**src/t1_event_map.svh**
```systemverilog
// Offsets, field positions, reset values and timing counts for the flag block
`ifndef T1_EVENT_MAP_SVH
`define T1_EVENT_MAP_SVH

// Register indexes as printed; byte address is four times the index
`define EVENT_FLAG_IDX 8'h1E
`define OVF_LATCH_IDX 8'h1F
`define EVENT_FLAG_ADR 8'h78
`define OVF_LATCH_ADR 8'h7C

// Additional registers for masks, control, status and interrupts
`define EVENT_MASK_ADR 8'h00
`define CONTROL_ADR 8'h04
`define STATUS_ADR 8'h08
`define IRQ_STATUS_ADR 8'h0C
`define IRQ_MASK_ADR 8'h10

// Event flag field positions
`define HDLC_ZERO_BIT 7
`define HDLC_ONE_BIT 6
`define HDLC_TWO_BIT 5
`define LOOP_CODE_BIT 4
`define ONE_SECOND_BIT 3
`define FIVE_SECOND_BIT 2
`define BIT_MESSAGE_BIT 1
`define SIGNALING_BIT 0

// Control and status field positions
`define DEBOUNCE_ENABLE_BIT 0
`define STAT_ONE_SEC_BIT 0
`define STAT_FIVE_SEC_BIT 1
`define STAT_LOOP_BIT 2

// Reset values
`define EVENT_MASK_RST 8'hFF
`define CONTROL_RST 8'h00
`define IRQ_MASK_RST 16'h0000
`define FLAG_RST 8'h00

// Loop code hold time and clock rate
`define LOOP_HOLD_MS 48
`define CLOCK_HZ 20000000
`define LOOP_HOLD_CYCLES ((`LOOP_HOLD_MS * `CLOCK_HZ + 999) / 1000)

// Bit oriented message pattern and voting figures, counter wrap values
`define BOM_HEAD 8'hFE
`define BOM_DEPTH 10
`define BOM_VOTES 8
`define COUNTER_TOP 8'hFF
`define COUNTER_ZERO 8'h00

`endif

```
**src/t1_event_pkg.sv**
```systemverilog
// Types shared by the event flag and overflow latch block
package t1_event_pkg;
   typedef logic [7:0] flag_byte_t;
   typedef logic [15:0] irq_word_t;
   typedef logic [5:0] bom_code_t;
   typedef logic [69:0] bom_hist_t;
   // Register select decoded from the bus address
   typedef enum logic [2:0] {
      SEL_NONE = 3'b000,
      SEL_EVENT = 3'b001,
      SEL_OVF = 3'b010,
      SEL_MASK = 3'b011,
      SEL_CTRL = 3'b100,
      SEL_STAT = 3'b101,
      SEL_IRQS = 3'b110,
      SEL_IRQM = 3'b111
   } reg_sel_e;
endpackage : t1_event_pkg

```
**src/t1_event_flags.sv**
```systemverilog
// Event flags, counter overflow latches and their Wishbone register slave
//
// Contract
// - HDLC events set flag bits 7, 6, 5
// - Reading event flags returns then clears them
// - Loop code held 48 ms sets bit 4
// - One-second status rising edge sets bit 3
// - Five-second status rising edge sets bit 2
// - New valid bit message sets bit 1
// - Message accepted only with 8 of 10
// - Signaling change sets bit 0, debounce selectable
// - Eight counter overflows set latch bits 7..0
// - Latch bits hold until read clears them
// - Overflow means counter wraps FFH to 00H
//
// Our own choice: register access over Wishbone.
`timescale 1ns/10ps
`include "t1_event_map.svh"

module t1_event_flags #(
   parameter int LOOP_HOLD_CYCLES = `LOOP_HOLD_CYCLES
) (
   input wire logic clk_i,
   input wire logic rst_i,
   // Wishbone classic slave
   input wire logic wb_cyc_i,
   input wire logic wb_stb_i,
   input wire logic wb_we_i,
   input wire logic [7:0] wb_adr_i,
   input wire logic [3:0] wb_sel_i,
   input wire logic [31:0] wb_dat_i,
   output logic [31:0] wb_dat_o,
   output logic wb_ack_o,
   output logic irq_o,
   // Event sources
   input wire logic [2:0] hdlc_event_i,
   input wire logic loop_up_seen_i,
   input wire logic loop_down_seen_i,
   input wire logic one_second_status_i,
   input wire logic five_second_status_i,
   input wire logic bom_valid_i,
   input wire logic [14:0] bom_word_i,
   input wire logic sig_change_raw_i,
   input wire logic sig_change_deb_i,
   input wire logic [63:0] err_count_i
);

   // Byte-lane merge for a writable byte
   function automatic logic [7:0] lane_write(input logic [7:0] old,
         input logic [7:0] data, input logic en);
      lane_write = en ? data : old;
   endfunction : lane_write

   t1_event_pkg::flag_byte_t event_flag_word; // Clear-on-read event flags
   t1_event_pkg::flag_byte_t counter_overflow_latches; // Clear-on-read
   t1_event_pkg::flag_byte_t event_mask; // One means unmasked
   t1_event_pkg::flag_byte_t control; // Bit 0 is debounce_enable
   t1_event_pkg::irq_word_t irq_status; // Sticky, write one to clear
   t1_event_pkg::irq_word_t irq_mask; // One lets a status bit through
   t1_event_pkg::flag_byte_t event_set; // Raw events this cycle, masked
   t1_event_pkg::flag_byte_t ovf_set; // Counter wraps this cycle
   t1_event_pkg::reg_sel_e reg_sel; // Decoded register
   logic [63:0] prev_count; // Counter values one cycle ago
   logic one_sec_prev; // Edge detect history
   logic five_sec_prev;
   logic [19:0] loop_cnt; // Time the loop code has been present
   logic loop_hit; // Loop code has just reached the hold time
   logic loop_done; // Stops repeat hits during one long run
   t1_event_pkg::bom_hist_t bom_hist; // Ten entries of match bit plus code
   t1_event_pkg::bom_hist_t next_bom_hist;
   t1_event_pkg::bom_code_t bom_code; // Message currently accepted
   logic bom_known; // A message has been accepted since reset
   logic bom_match; // Incoming word fits the message pattern
   logic [3:0] bom_votes; // Matches of the incoming code in the window
   logic bom_accept; // New differing message accepted this cycle
   logic debounce_enable;
   logic req; // Bus request awaiting its answer
   logic rd_event; // Read of the event flags is being answered
   logic rd_ovf; // Read of the overflow latches is being answered
   logic wr; // Write being answered

   assign debounce_enable = control[`DEBOUNCE_ENABLE_BIT];
   assign req = wb_cyc_i && wb_stb_i && !wb_ack_o;
   assign wr = req && wb_we_i;
   assign rd_event = req && !wb_we_i && reg_sel == t1_event_pkg::SEL_EVENT;
   assign rd_ovf = req && !wb_we_i && reg_sel == t1_event_pkg::SEL_OVF;

   // Address decode; anything unmapped reads zero and ignores writes
   always_comb begin
      unique case (wb_adr_i)
         `EVENT_FLAG_ADR: reg_sel = t1_event_pkg::SEL_EVENT;
         `OVF_LATCH_ADR: reg_sel = t1_event_pkg::SEL_OVF;
         `EVENT_MASK_ADR: reg_sel = t1_event_pkg::SEL_MASK;
         `CONTROL_ADR: reg_sel = t1_event_pkg::SEL_CTRL;
         `STATUS_ADR: reg_sel = t1_event_pkg::SEL_STAT;
         `IRQ_STATUS_ADR: reg_sel = t1_event_pkg::SEL_IRQS;
         `IRQ_MASK_ADR: reg_sel = t1_event_pkg::SEL_IRQM;
         default: reg_sel = t1_event_pkg::SEL_NONE;
      endcase
   end

   // Loop code timer; restarts whenever neither code is present
   always_ff @(posedge clk_i) begin
      if (rst_i || !(loop_up_seen_i || loop_down_seen_i)) begin
         loop_cnt <= 20'h00000;
         loop_done <= 1'b0;
      end else if (!loop_done) begin
         if (loop_hit) begin
            loop_done <= 1'b1; // One flag per continuous run
         end else begin
            loop_cnt <= loop_cnt + 20'h00001;
         end
      end
   end
   assign loop_hit = !loop_done && (loop_up_seen_i || loop_down_seen_i) &&
      loop_cnt == 20'(LOOP_HOLD_CYCLES - 1);

   // Edge detection history for the timer status bits
   always_ff @(posedge clk_i) begin
      if (rst_i) begin
         one_sec_prev <= 1'b0;
         five_sec_prev <= 1'b0;
      end else begin
         one_sec_prev <= one_second_status_i;
         five_sec_prev <= five_second_status_i;
      end
   end

   // Bit message window: newest entry in the low seven bits
   assign bom_match = bom_word_i[14:7] == `BOM_HEAD && !bom_word_i[0];
   assign next_bom_hist = {bom_hist[62:0], bom_match, bom_word_i[6:1]};
   always_comb begin
      bom_votes = 4'h0;
      for (int i = 0; i < `BOM_DEPTH; i++) begin
         if (next_bom_hist[7*i+6] &&
               next_bom_hist[7*i +: 6] == bom_word_i[6:1]) begin
            bom_votes = bom_votes + 4'h1;
         end
      end
   end
   // Accept only a persistent message that differs from the last one
   assign bom_accept = bom_valid_i && bom_match &&
      bom_votes >= 4'(`BOM_VOTES) &&
      (!bom_known || bom_code != bom_word_i[6:1]);

   // Message history and accepted message
   always_ff @(posedge clk_i) begin
      if (rst_i) begin
         bom_hist <= '0;
         bom_code <= 6'h00;
         bom_known <= 1'b0;
      end else if (bom_valid_i) begin
         bom_hist <= next_bom_hist;
         if (bom_accept) begin
            bom_code <= bom_word_i[6:1];
            bom_known <= 1'b1;
         end
      end
   end

   // Raw events gated by the event mask
   always_comb begin
      event_set = 8'h00;
      event_set[`HDLC_ZERO_BIT] = hdlc_event_i[0];
      event_set[`HDLC_ONE_BIT] = hdlc_event_i[1];
      event_set[`HDLC_TWO_BIT] = hdlc_event_i[2];
      event_set[`LOOP_CODE_BIT] = loop_hit;
      event_set[`ONE_SECOND_BIT] = one_second_status_i &&
         !one_sec_prev;
      event_set[`FIVE_SECOND_BIT] = five_second_status_i &&
         !five_sec_prev;
      event_set[`BIT_MESSAGE_BIT] = bom_accept;
      event_set[`SIGNALING_BIT] = debounce_enable ? sig_change_deb_i :
         sig_change_raw_i;
      event_set = event_set & event_mask;
   end

   // Counter wrap detection: previous value FFH and now 00H
   always_ff @(posedge clk_i) begin
      if (rst_i) begin
         prev_count <= 64'h0000000000000000;
      end else begin
         prev_count <= err_count_i;
      end
   end
   always_comb begin
      for (int i = 0; i < 8; i++) begin
         ovf_set[i] = prev_count[8*i +: 8] == `COUNTER_TOP &&
            err_count_i[8*i +: 8] == `COUNTER_ZERO;
      end
   end

   // Event flags: cleared by the answered read, a new event wins
   always_ff @(posedge clk_i) begin
      if (rst_i) begin
         event_flag_word <= `FLAG_RST;
      end else if (rd_event) begin
         event_flag_word <= event_set;
      end else begin
         event_flag_word <= event_flag_word | event_set;
      end
   end

   // Overflow latches: held until read, a coinciding wrap is kept
   always_ff @(posedge clk_i) begin
      if (rst_i) begin
         counter_overflow_latches <= `FLAG_RST;
      end else if (rd_ovf) begin
         counter_overflow_latches <= ovf_set;
      end else begin
         counter_overflow_latches <= counter_overflow_latches |
            ovf_set;
      end
   end

   // Software writable mask and control registers
   always_ff @(posedge clk_i) begin
      if (rst_i) begin
         event_mask <= `EVENT_MASK_RST;
         control <= `CONTROL_RST;
         irq_mask <= `IRQ_MASK_RST;
      end else if (wr) begin
         if (reg_sel == t1_event_pkg::SEL_MASK) begin
            event_mask <= lane_write(event_mask, wb_dat_i[7:0], wb_sel_i[0]);
         end
         if (reg_sel == t1_event_pkg::SEL_CTRL) begin
            control <= lane_write(control, {7'h00, wb_dat_i[0]}, wb_sel_i[0]);
         end
         if (reg_sel == t1_event_pkg::SEL_IRQM) begin
            irq_mask[7:0] <= lane_write(irq_mask[7:0], wb_dat_i[7:0],
               wb_sel_i[0]);
            irq_mask[15:8] <= lane_write(irq_mask[15:8], wb_dat_i[15:8],
               wb_sel_i[1]);
         end
      end
   end

   // Interrupt status: low byte event flags, high byte overflows.
   // Write one clears, but a set in the same cycle survives.
   always_ff @(posedge clk_i) begin
      if (rst_i) begin
         irq_status <= 16'h0000;
      end else if (wr && reg_sel == t1_event_pkg::SEL_IRQS) begin
         irq_status <= (irq_status & ~(wb_dat_i[15:0] &
            {{8{wb_sel_i[1]}}, {8{wb_sel_i[0]}}})) | {ovf_set, event_set};
      end else begin
         irq_status <= irq_status | {ovf_set, event_set};
      end
   end

   // Interrupt line, registered so it comes straight from a flop
   always_ff @(posedge clk_i) begin
      if (rst_i) begin
         irq_o <= 1'b0;
      end else begin
         irq_o <= |(irq_status & irq_mask);
      end
   end

   // Bus answer one cycle after the request, dropped the cycle after
   always_ff @(posedge clk_i) begin
      if (rst_i) begin
         wb_ack_o <= 1'b0;
      end else begin
         wb_ack_o <= req;
      end
   end

   // Read data captured with the answer; the read clear acts at once
   always_ff @(posedge clk_i) begin
      if (rst_i) begin
         wb_dat_o <= 32'h00000000;
      end else if (req && !wb_we_i) begin
         unique case (reg_sel)
            t1_event_pkg::SEL_EVENT: wb_dat_o <= {24'h000000, event_flag_word};
            t1_event_pkg::SEL_OVF:
               wb_dat_o <= {24'h000000, counter_overflow_latches};
            t1_event_pkg::SEL_MASK: wb_dat_o <= {24'h000000, event_mask};
            t1_event_pkg::SEL_CTRL: wb_dat_o <= {24'h000000, control};
            t1_event_pkg::SEL_STAT: wb_dat_o <= {29'h0000000, loop_done,
               five_second_status_i, one_second_status_i};
            t1_event_pkg::SEL_IRQS: wb_dat_o <= {16'h0000, irq_status};
            t1_event_pkg::SEL_IRQM: wb_dat_o <= {16'h0000, irq_mask};
            t1_event_pkg::SEL_NONE: wb_dat_o <= 32'h00000000;
         endcase
      end
   end
endmodule : t1_event_flags

```
**config.mk**
```make
export PLATFORM = sky130hd
export DESIGN_NAME = t1_event_flags
export DESIGN_NICKNAME = d
export VERILOG_FILES = /design/src/t1_event_pkg.sv /design/src/t1_event_flags.sv
export VERILOG_INCLUDE_DIRS = /design/src
export SDC_FILE = /design/constraint.sdc
export NUM_CORES = 1
export LEC_CHECK = 0
export ABC_AREA = 1
export ABC_CLOCK_PERIOD_IN_PS = 9730
export BUFFER_PORTS_ARGS = -buffer_cell sky130_fd_sc_hd__buf_2
export CELL_PAD_IN_SITES_DETAIL_PLACEMENT = 2
export CELL_PAD_IN_SITES_GLOBAL_PLACEMENT = 2
export CORE_MARGIN = 8
export CORE_UTILIZATION = 34
export DETAILED_ROUTE_END_ITERATION = 10
export PLACE_DENSITY_LB_ADDON = 0.1
export SETUP_SLACK_MARGIN = 0.15
export SYNTH_ARGS = -nofsm -noshare
export SYNTH_HDL_FRONTEND = slang
export SYNTH_SLANG_ARGS = --single-unit
```
**constraint.sdc**
```tcl
create_clock -name clk_i -period 9.73 [get_ports clk_i]
set_input_delay 1.946 -clock clk_i [delete_from_list [all_inputs] [get_ports clk_i]]
set_output_delay 1.946 -clock clk_i [all_outputs]
set_load 0.005 [all_outputs]
```
-- Word-level counts from Yosys, hierarchy flattened
Cells that the tools add are included.
- bits in registers: 248
- latch bits: 0
- memory bits (writable): 0
- bits in read-only memories: 0
- output and inout bits: 34
- word-level logic and storage cells: 151
- memories: 0
- add/subtract/negate cells: 10
- $mul: 0
- divide/modulo/power cells: 0
- $lt $le $gt $ge: 1
- equal/unequal tests: 33
- shift operators: 0
- mux-type cells: 18
- bitwise logic cells: 11
- reductions and logical operators: 60
- operators with widths (kind ; count):
    case mux 32 bit (8 select lines) ; 1
    equality test 8 bit, second input constant ; 9
    logical NOT 8 bit ; 9
    equality test 6 bit ; 9
    bitwise AND 16 bit ; 3
    adder 4 x 1 -> 4 bit, second input constant ; 9
    two-way mux 4 bit ; 9
    logical AND 1 bit ; 32
    bitwise OR 16 bit ; 2
    case mux 3 bit (7 select lines) ; 1
    adder 20 x 1 -> 20 bit, second input constant ; 1
    equality test 20 bit, second input constant ; 1
    equality test 8 x 4 -> 1 bit, second input constant ; 2
    equality test 8 x 7 -> 1 bit, second input constant ; 2
    two-way mux 16 bit ; 1
    two-way mux 8 bit ; 2
    NOT 16 bit ; 1
    bitwise OR 8 bit ; 2
    OR reduction 16 bit ; 1
    equality test 3 bit, second input constant ; 4
    AND reduction 3 bit ; 4
    bitwise AND 8 bit ; 1
    equality test 8 x 3 -> 1 bit, second input constant ; 1
    equality test 8 x 5 -> 1 bit, second input constant ; 1
    10 further kinds ; 25

-- Depth between registers and ports, before layout
Gate-level depths: netlist of run 1.
- word-level depth: 27
- gate-level depth with buffers: 44
- depth with buffers taken out: 42

-- Worst setup path after synthesis of run 1
Ideal clock, no wire load.
- path type: input to register
- from: in bom_word_i[2]
- to: reg bom_code[2]
- setup time: 0.113 ns
- arrival: 6.482 ns
- setup slack: 3.135 ns
- stages: 41
- cells stage by stage: buf_4 > inv_2 > nand2_1 > nand2_1 > nor2_1 > nand2_1 > nor2_1 > inv_1 > ha_1 > inv_1 > nand2_1 > nand2_1 > ha_1 > nand2_1 > nand2_1 > ha_1 > or2_2 > nand2_1 > (+5 left out) > nand2_1 > ha_1 > nand2_1 > nand2_1 > ha_1 > nand2_1 > nand2_1 > ha_1 > nand2_1 > nand2_1 > inv_1 > nor3_1 > nand2_1 > nand2_2 > nand3_2 > buf_6 > nor2_1 > nor2_1
- cells in the longest elaborated chain, start to end: 23
- RTL lines (element ; line ; source):
    start, declared ; t1_event_flags.sv:42 ; input wire logic [14:0] bom_word_i,
    equality test 6 bit ; t1_event_flags.sv:136 ; next_bom_hist[7*i +: 6] == bom_word_i[6:1]) begin
    logical AND 1 bit ; t1_event_flags.sv:135 ; if (next_bom_hist[7*i+6] &&
    two-way mux 4 bit ; t1_event_flags.sv:135 ;
    adder 4 x 1 -> 4 bit ; t1_event_flags.sv:137 ; bom_votes = bom_votes + 4'h1;
    two-way mux 4 bit ; t1_event_flags.sv:135 ;
    adder 4 x 1 -> 4 bit ; t1_event_flags.sv:137 ;
    two-way mux 4 bit ; t1_event_flags.sv:135 ;
    adder 4 x 1 -> 4 bit ; t1_event_flags.sv:137 ;
    (+7 left out) ; n/a ;
    adder 4 x 1 -> 4 bit ; t1_event_flags.sv:137 ;
    two-way mux 4 bit ; t1_event_flags.sv:135 ;
    adder 4 x 1 -> 4 bit ; t1_event_flags.sv:137 ;
    two-way mux 4 bit ; t1_event_flags.sv:135 ;
    greater-or-equal comparator 4 bit ; t1_event_flags.sv:143 ; bom_votes >= 4'(`BOM_VOTES) &&
    logical AND 1 bit ; t1_event_flags.sv:142 ; assign bom_accept = bom_valid_i && bom_match &&
    logical AND 1 bit (*) ; t1_event_flags.sv:142 ;
    AND reduction 2 bit (no source line) (*) ; n/a ;
    end signal, assigned ; t1_event_flags.sv:155 ; bom_code <= bom_word_i[6:1];
    end, declared ; t1_event_flags.sv:71 ; t1_event_pkg::bom_code_t bom_code;
Every way passes the cells marked *; elsewhere a longest branch is shown, timed or not.
A chain may end at the register's enable or synchronous reset.

-- Worst setup path in the final report of run 1
- from: in bom_word_i[3]
- to: reg bom_code[2]
- cells in the longest elaborated chain, start to end: 23
- RTL lines (element ; line):
    equality test 6 bit ; t1_event_flags.sv:136
    logical AND 1 bit ; t1_event_flags.sv:135
    two-way mux 4 bit ; t1_event_flags.sv:135
    adder 4 x 1 -> 4 bit ; t1_event_flags.sv:137
    two-way mux 4 bit ; t1_event_flags.sv:135
    adder 4 x 1 -> 4 bit ; t1_event_flags.sv:137
    two-way mux 4 bit ; t1_event_flags.sv:135
    adder 4 x 1 -> 4 bit ; t1_event_flags.sv:137
    (+6 left out) ; n/a
    two-way mux 4 bit ; t1_event_flags.sv:135
    adder 4 x 1 -> 4 bit ; t1_event_flags.sv:137
    two-way mux 4 bit ; t1_event_flags.sv:135
    adder 4 x 1 -> 4 bit ; t1_event_flags.sv:137
    two-way mux 4 bit ; t1_event_flags.sv:135
    greater-or-equal comparator 4 bit ; t1_event_flags.sv:143
    logical AND 1 bit (2 in series) ; t1_event_flags.sv:142
    AND reduction 2 bit (no source line) ; n/a
Several ways; a longest one is shown, not always the timed one.

==> results of run 1 <==
[stage by stage]
| step | utilization [%] | hold WS (ps) | setup slack (ps) | std cells | area [um2] |
|---|---|---|---|---|---|
| finish | 40.3 | 465 | 2470 | 1999 | 12300 |
| global route | 40.3 | 494 | 1890 | 1999 | 12300 |
| CTS | 40.3 | 467 | 2350 | 1998 | 12300 |
| detailed placement | 37.4 | 458 | 1810 | 1952 | 11400 |
| global placement | 37.4 | 451 | 2050 | 1952 | 11400 |
| floorplan | - | 437 | 3130 | 1481 | 10500 |
[logic make-up after synthesis]
group | after synthesis
adders and majority gates | 8
DFF | 232
and+or+nand+nor | 628
xor gates and xnor gates | 16
other | 1
AOI/OAI and AO/OA | 292
buffers and inverters | 289
[layout by cell type, fill, tap and decap left out, types with 11 or more instances in the layout]
cell and count:
a21oi_1 119, buf_2 136, clkbuf_16 27, conb_1 16, dfxtp_1 232, inv_1 210, nand2_1 268, nand3_1 51
nand4_1 23, nor2_1 202, nor3_1 15, nor4_1 25, o21ai_0 107, o22ai_1 14, or2_2 11, xor2_1 12
[flip-flops by register name, indices dropped and copies added, names as in the netlist, 6 cells and up]
signal,flops
prev_count,64
bom_hist,63
loop_cnt,20
irq_mask,16
irq_status,16
wb_dat_o,16
counter_overflow_latches,8
event_flag_word,8
event_mask,8
bom_code,6
[critical path: cells and delay by family]
kind | cells | cell delay (ps)
adders and majority gates | 7 | 1900
buffers and inverters | 8 | 880
and+or+nand+nor | 27 | 2960
[final cells by class]
cell class                      instances  area share (%)
Multi-Input combinational cell        960            38.2
Sequential cell                       232            37.8
Inverter                              222            6.82
Clock buffer                           34            6.05
Timing Repair Buffer                  142            5.91
Tap cell                              396            4.04
Clock inverter                         12            1.16
Antenna cell                            1          0.0204
[layer usage]
layer	routed length, um	vias up
li1	-	4930
met1	15100	4821
met2	17600	127
met3	1350	45
met4	542	10
met5	67	-
[worst max path at each step]
stage,from,endpoint,cells past startpoint
after detailed placement,bom_word_i[3],bom_code[3],41
after CTS,bom_word_i[3],bom_code[3],42
final,bom_word_i[3],bom_code[2],42
after global routing,bom_word_i[3],bom_code[3],42
after global placement,bom_word_i[3],bom_code[3],42
after floorplan,bom_word_i[2],bom_code[2],41
[where the power goes]
part	internal (uW)	switching, uW	total [uW]	leakage, uW
registers	986	20.1	1010	0.00191
clock network	614	404	1020	0.000431
logic	54.4	104	159	0.00317
total	1650	529	2180	0.00550
==> out/qor.txt, run 1 <==
Hold Vio Cnt, Final - 0
RSZ-0062 raised after global routing - false
Sink Count - 232
Share of cells above drive strength 1 - 14.5%
Top-count cell post-synth - nand2_1
GR Util met3 - 3.50%
Grt peak-use layer - met2
Max incr delay on CP - 340 ps
# rows - 64
Drt pass-1 iters - 4
CP dominant cell by count - nand2_1
Distinct cells, synth - 46
Post-route DRC - 0
Critical Path Slowest Stage Cell - buf_2
H-tree Lvls - 1
Largest net degree at the start of global routing - 100
Port Buffers - 137
Synth top area share - 44.4%
Leak - 0.00550 uW
Clock buffer depth - 3
Worst Hold Path Cells - 2
RR Endpoint - bom_code[2]
Global route overflow - 0
Gpl congestion - 0.781
# setup viols final - 0
CTS Buf Count - 26
Simple-gate share of the synthesized area - 26.3%
Crit-path max FO - 12
Fmax - 138 MHz
Ys Warns - 0
Fin crit share - 74.6%
Arr. time, crit path - 7730 ps
Final Skew - 9.53 ps
Met2 Usage GRT - 35.0%
Mapped cell area - 10,500 um2
Crit. End Element - register
Die Area - 36,600 um2
Mux contribution to synthesized area - 0%
Sequential area share after synthesis - 44.4%
Compound-Gate Fraction of Synth Area - 15.6%
PostCTS Resize Cnt - 0
Max-cap violation count - 0
Worst hold endpoint - wb_dat_o[1]
Initial Util - 34.4%
Critical path class - primary input to register
GRT Total Usage - 18.9%
Layout Nets - 1,730
First-pass GRT wire length - 56,800 um
Fillcell total - 3,666
Height of the die - 191 um
Reg2reg setup slack - 3990 ps
Drt initial violations - 309
Synthesized instance count - 1,466
Pwr per Cell Area - 178 nW/um2
Largest family of logic cells by synthesized area - simple AND/OR/NAND/NOR gates
Area leader, netlist - dfxtp_1
Detailed Place HPWL - 25,400 um
Status - finished clean
R2R Path Start - bom_hist[6]
Worst Path Required - 10,200 ps
#FFs+latches synth - 232
TritonCTS clock tree - yes
Synth Area in XOR/XNOR - 1.34%
Core Area - 30,400 um2
Post-route minimum period - 7260 ps
Root Buffer - clkbuf_16
CP Launch Type - primary input
Ys flop type - dfxtp_1
Vias - 9,933
WL per Instance - 17.3 um
Synth Area per Inst - 7.13 um2
Pins Over Slew Limit - 0
List of most frequent post-synthesis cells - 268 x nand2_1, 232 x dfxtp_1, 210 x inv_1
Post-CTS Repair Setup Buffers - 0
Register Area - 4640 um2
Setup TNS - 0 ps
Antenna violations before repair - 6
DRT Wirelength - 34,600 um
Slew @ Worst Pin - 973 ps
Io pins - 172
Synth area leaders - dfxtp_1 44%, nand2_1 9.6%, inv_1 7.5%, nor2_1 7.2%, a21oi_1 5.7%
Post-synth EDFFs - 0
Worst skew pair latency - 530 ps
Via/cell ratio - 4.97
Adder-cell area share of the yosys netlist - 0.957%
Vias in the first global route - 11,100
Hold Crit Class - register to register
Die X - 191 um
Worst VDD drop - 0.0000912 V
CTS Hold Bufs - 0
Slew headroom - 35.1%
P&R area growth vs syn - 17.3%
Hold path startpoint - wb_dat_o[1]
Final Power - 2180 uW
Multi-input gate area - 4680 um2
Asr flop ratio synth - 0%
GR Util met1 - 22.3%
Clk pin slew, worst setup/hold paths - 60 ps
Post-route ant nets - 0
Reg2Reg Depth - 38
(Power assumes the default switching activity.)
==> run 2: changes to the inputs <==
--- a/config.mk
+++ b/config.mk
@@ -7,12 +7,12 @@
 export NUM_CORES = 1
 export LEC_CHECK = 0
 export ABC_AREA = 1
-export ABC_CLOCK_PERIOD_IN_PS = 9730
+export ABC_CLOCK_PERIOD_IN_PS = 6300
 export BUFFER_PORTS_ARGS = -buffer_cell sky130_fd_sc_hd__buf_2
 export CELL_PAD_IN_SITES_DETAIL_PLACEMENT = 2
 export CELL_PAD_IN_SITES_GLOBAL_PLACEMENT = 2
 export CORE_MARGIN = 8
-export CORE_UTILIZATION = 34
+export CORE_UTILIZATION = 28
 export DETAILED_ROUTE_END_ITERATION = 10
 export PLACE_DENSITY_LB_ADDON = 0.1
 export SETUP_SLACK_MARGIN = 0.15
==> constraint.sdc (replaced) <==
create_clock -name clk_i -period 6.3 [get_ports clk_i]
set_input_delay 1.26 -clock clk_i [delete_from_list [all_inputs] [get_ports clk_i]]
set_output_delay 1.26 -clock clk_i [all_outputs]
set_load 0.005 [all_outputs]
==> out/qor.txt, run 2 (same netlist as run 1, synthesis figures left out) <==
Via/cell ratio - 4.76
Reg2Reg Depth - 38
Global route overflow - 0
Register Area - 4640 um2
Drt initial violations - 272
Detailed Place HPWL - 26,500 um
Initial Util - 28.5%
Vias in the first global route - 11,100
Layout Nets - 1,781
Biggest regs - prev_count: 64 flops, bom_hist: 63 flops, loop_cnt: 20 flops
Core Area - 36,700 um2
Antenna violations before repair - 3
Hold path startpoint - event_flag_word[6]
Clk pin slew, worst setup/hold paths - 60 ps
WL per Instance - 16.5 um
# setup viols final - 0
Post-route DRC - 0
R2R Path Start - bom_hist[0]
First-pass GRT wire length - 57,200 um
DP Cell Count - 2,071
# rows - 70
Critical path depth - 39
Gpl congestion - 0.763
Post-route ant nets - 0
Worst VDD drop - 0.000160 V
H-tree Lvls - 1
RSZ-0062 raised after global routing - false
Drt pass-1 iters - 4
Port Buffers - 137
Fillcell total - 4,362
Leak - 0.00581 uW
Largest Register - prev_count
Pre-CTS WS - -358 ps
Status - finished clean
Worst Hold Path Cells - 2
CP dominant cell by count - nand2_1
Critical path class - primary input to register
Commonest non-fill, non-tap cell in the layout - nand2_1
Vias - 10,100
Die X - 209 um
Most frequent cells in the layout - 260 x nand2_1, 232 x dfxtp_1, 209 x inv_1
Worst Path Required - 6770 ps
Post-route minimum period - 5730 ps
Multi-input gate area - 4790 um2
Pwr per Cell Area - 276 nW/um2
TritonCTS clock tree - yes
Fmax - 175 MHz
Delay-heaviest family, CP - simple AND/OR/NAND/NOR gates
DRT Wirelength - 35,200 um
Die Area - 43,800 um2
Post-Layout Cell Count - 2,124
CP Launch Type - primary input
Share of cells above drive strength 1 - 18.5%
Pins Over Slew Limit - 0
Origin of the worst setup path - bom_word_i[3]
CTS Buf Count - 27
Sink Count - 232
Crit-path max FO - 4
Final Util - 35.4%
Fin crit share - 90.9%
Largest register FFs - 64
Root Buffer - clkbuf_16
P&R area growth vs syn - 24.2%
Final Skew - 12.1 ps
Hold Crit Class - register to register
Final worst slack - 571 ps
Max-cap violation count - 0
Slew headroom - 34.1%
GRT Total Usage - 15.8%
Height of the die - 209 um
Worst skew pair latency - 540 ps
Clock buffer depth - 3
Slew @ Worst Pin - 985 ps
Hold Vio Cnt, Final - 0
Arr. time, crit path - 6200 ps
Io pins - 172
Largest net degree at the start of global routing - 92
CTS Hold Bufs - 0
Critical Path Slowest Stage Cell - or2_2
WP buf/inv - 8
Max incr delay on CP - 290 ps
Crit. End Element - register
[run 2: routing by layer]
layer / share of wire, % / up-vias / GRT usage (%) / routed length [um]
met5: 0.077 / - / 0 / 27
met1: 44 / 4876 / 18.6 / 15400
met4: 2.2 / 4 / 3.99 / 785
met3: 3.9 / 58 / 3.13 / 1360
met2: 50 / 131 / 28.8 / 17600
li1: - / 5039 / - / -
[run 2: repair_timing]
action / CTS / global route
gates resized for setup: 0 / 25
setup endpoints to repair: 0 / 9
buffers inserted: 0 / 3
[run 2: metrics by stage]
stage	TNS, ps	instance area, um2	power [uW]	hold slack (ps)
2_1_floorplan	0	10500	1730	437
3_3_place_gp	-1730	11800	1840	451
3_5_place_dp	-3010	11800	1850	458
4_1_cts	0	12800	3650	467
5_1_grt	0	13000	3750	481
6_report	0	13000	3590	459
[run 2: cell type report]
type	count	area share, %
clock inverter	12	1.69
sequential	232	35.8
multi-input combinational	960	36.9
timing repair buffer	192	8.53
tap	468	4.51
clock buffer	37	6.19
inverter	222	6.44
antenna	1	0.0193
[run 2: path summary, 6_finish.rpt]
check             slack (ps)            endpoint
hold reg to reg          460  event_flag_word[6]
setup reg to reg        1030       irq_status[1]
hold / removal           460  event_flag_word[6]
setup / recovery         570       irq_status[1]
[run 2: where the power goes]
group	total, uW	leakage [uW]	switching [uW]	internal, uW
logic	259	0.00341	163	95.5
registers	1550	0.00191	30.2	1520
clock network	1780	0.000500	646	1130
[run 2: tightest hold or removal path, stage by stage (launching register included)]
cell and delay [ps]:
dfxtp_1 310, nand2_1 60, a21oi_1 50
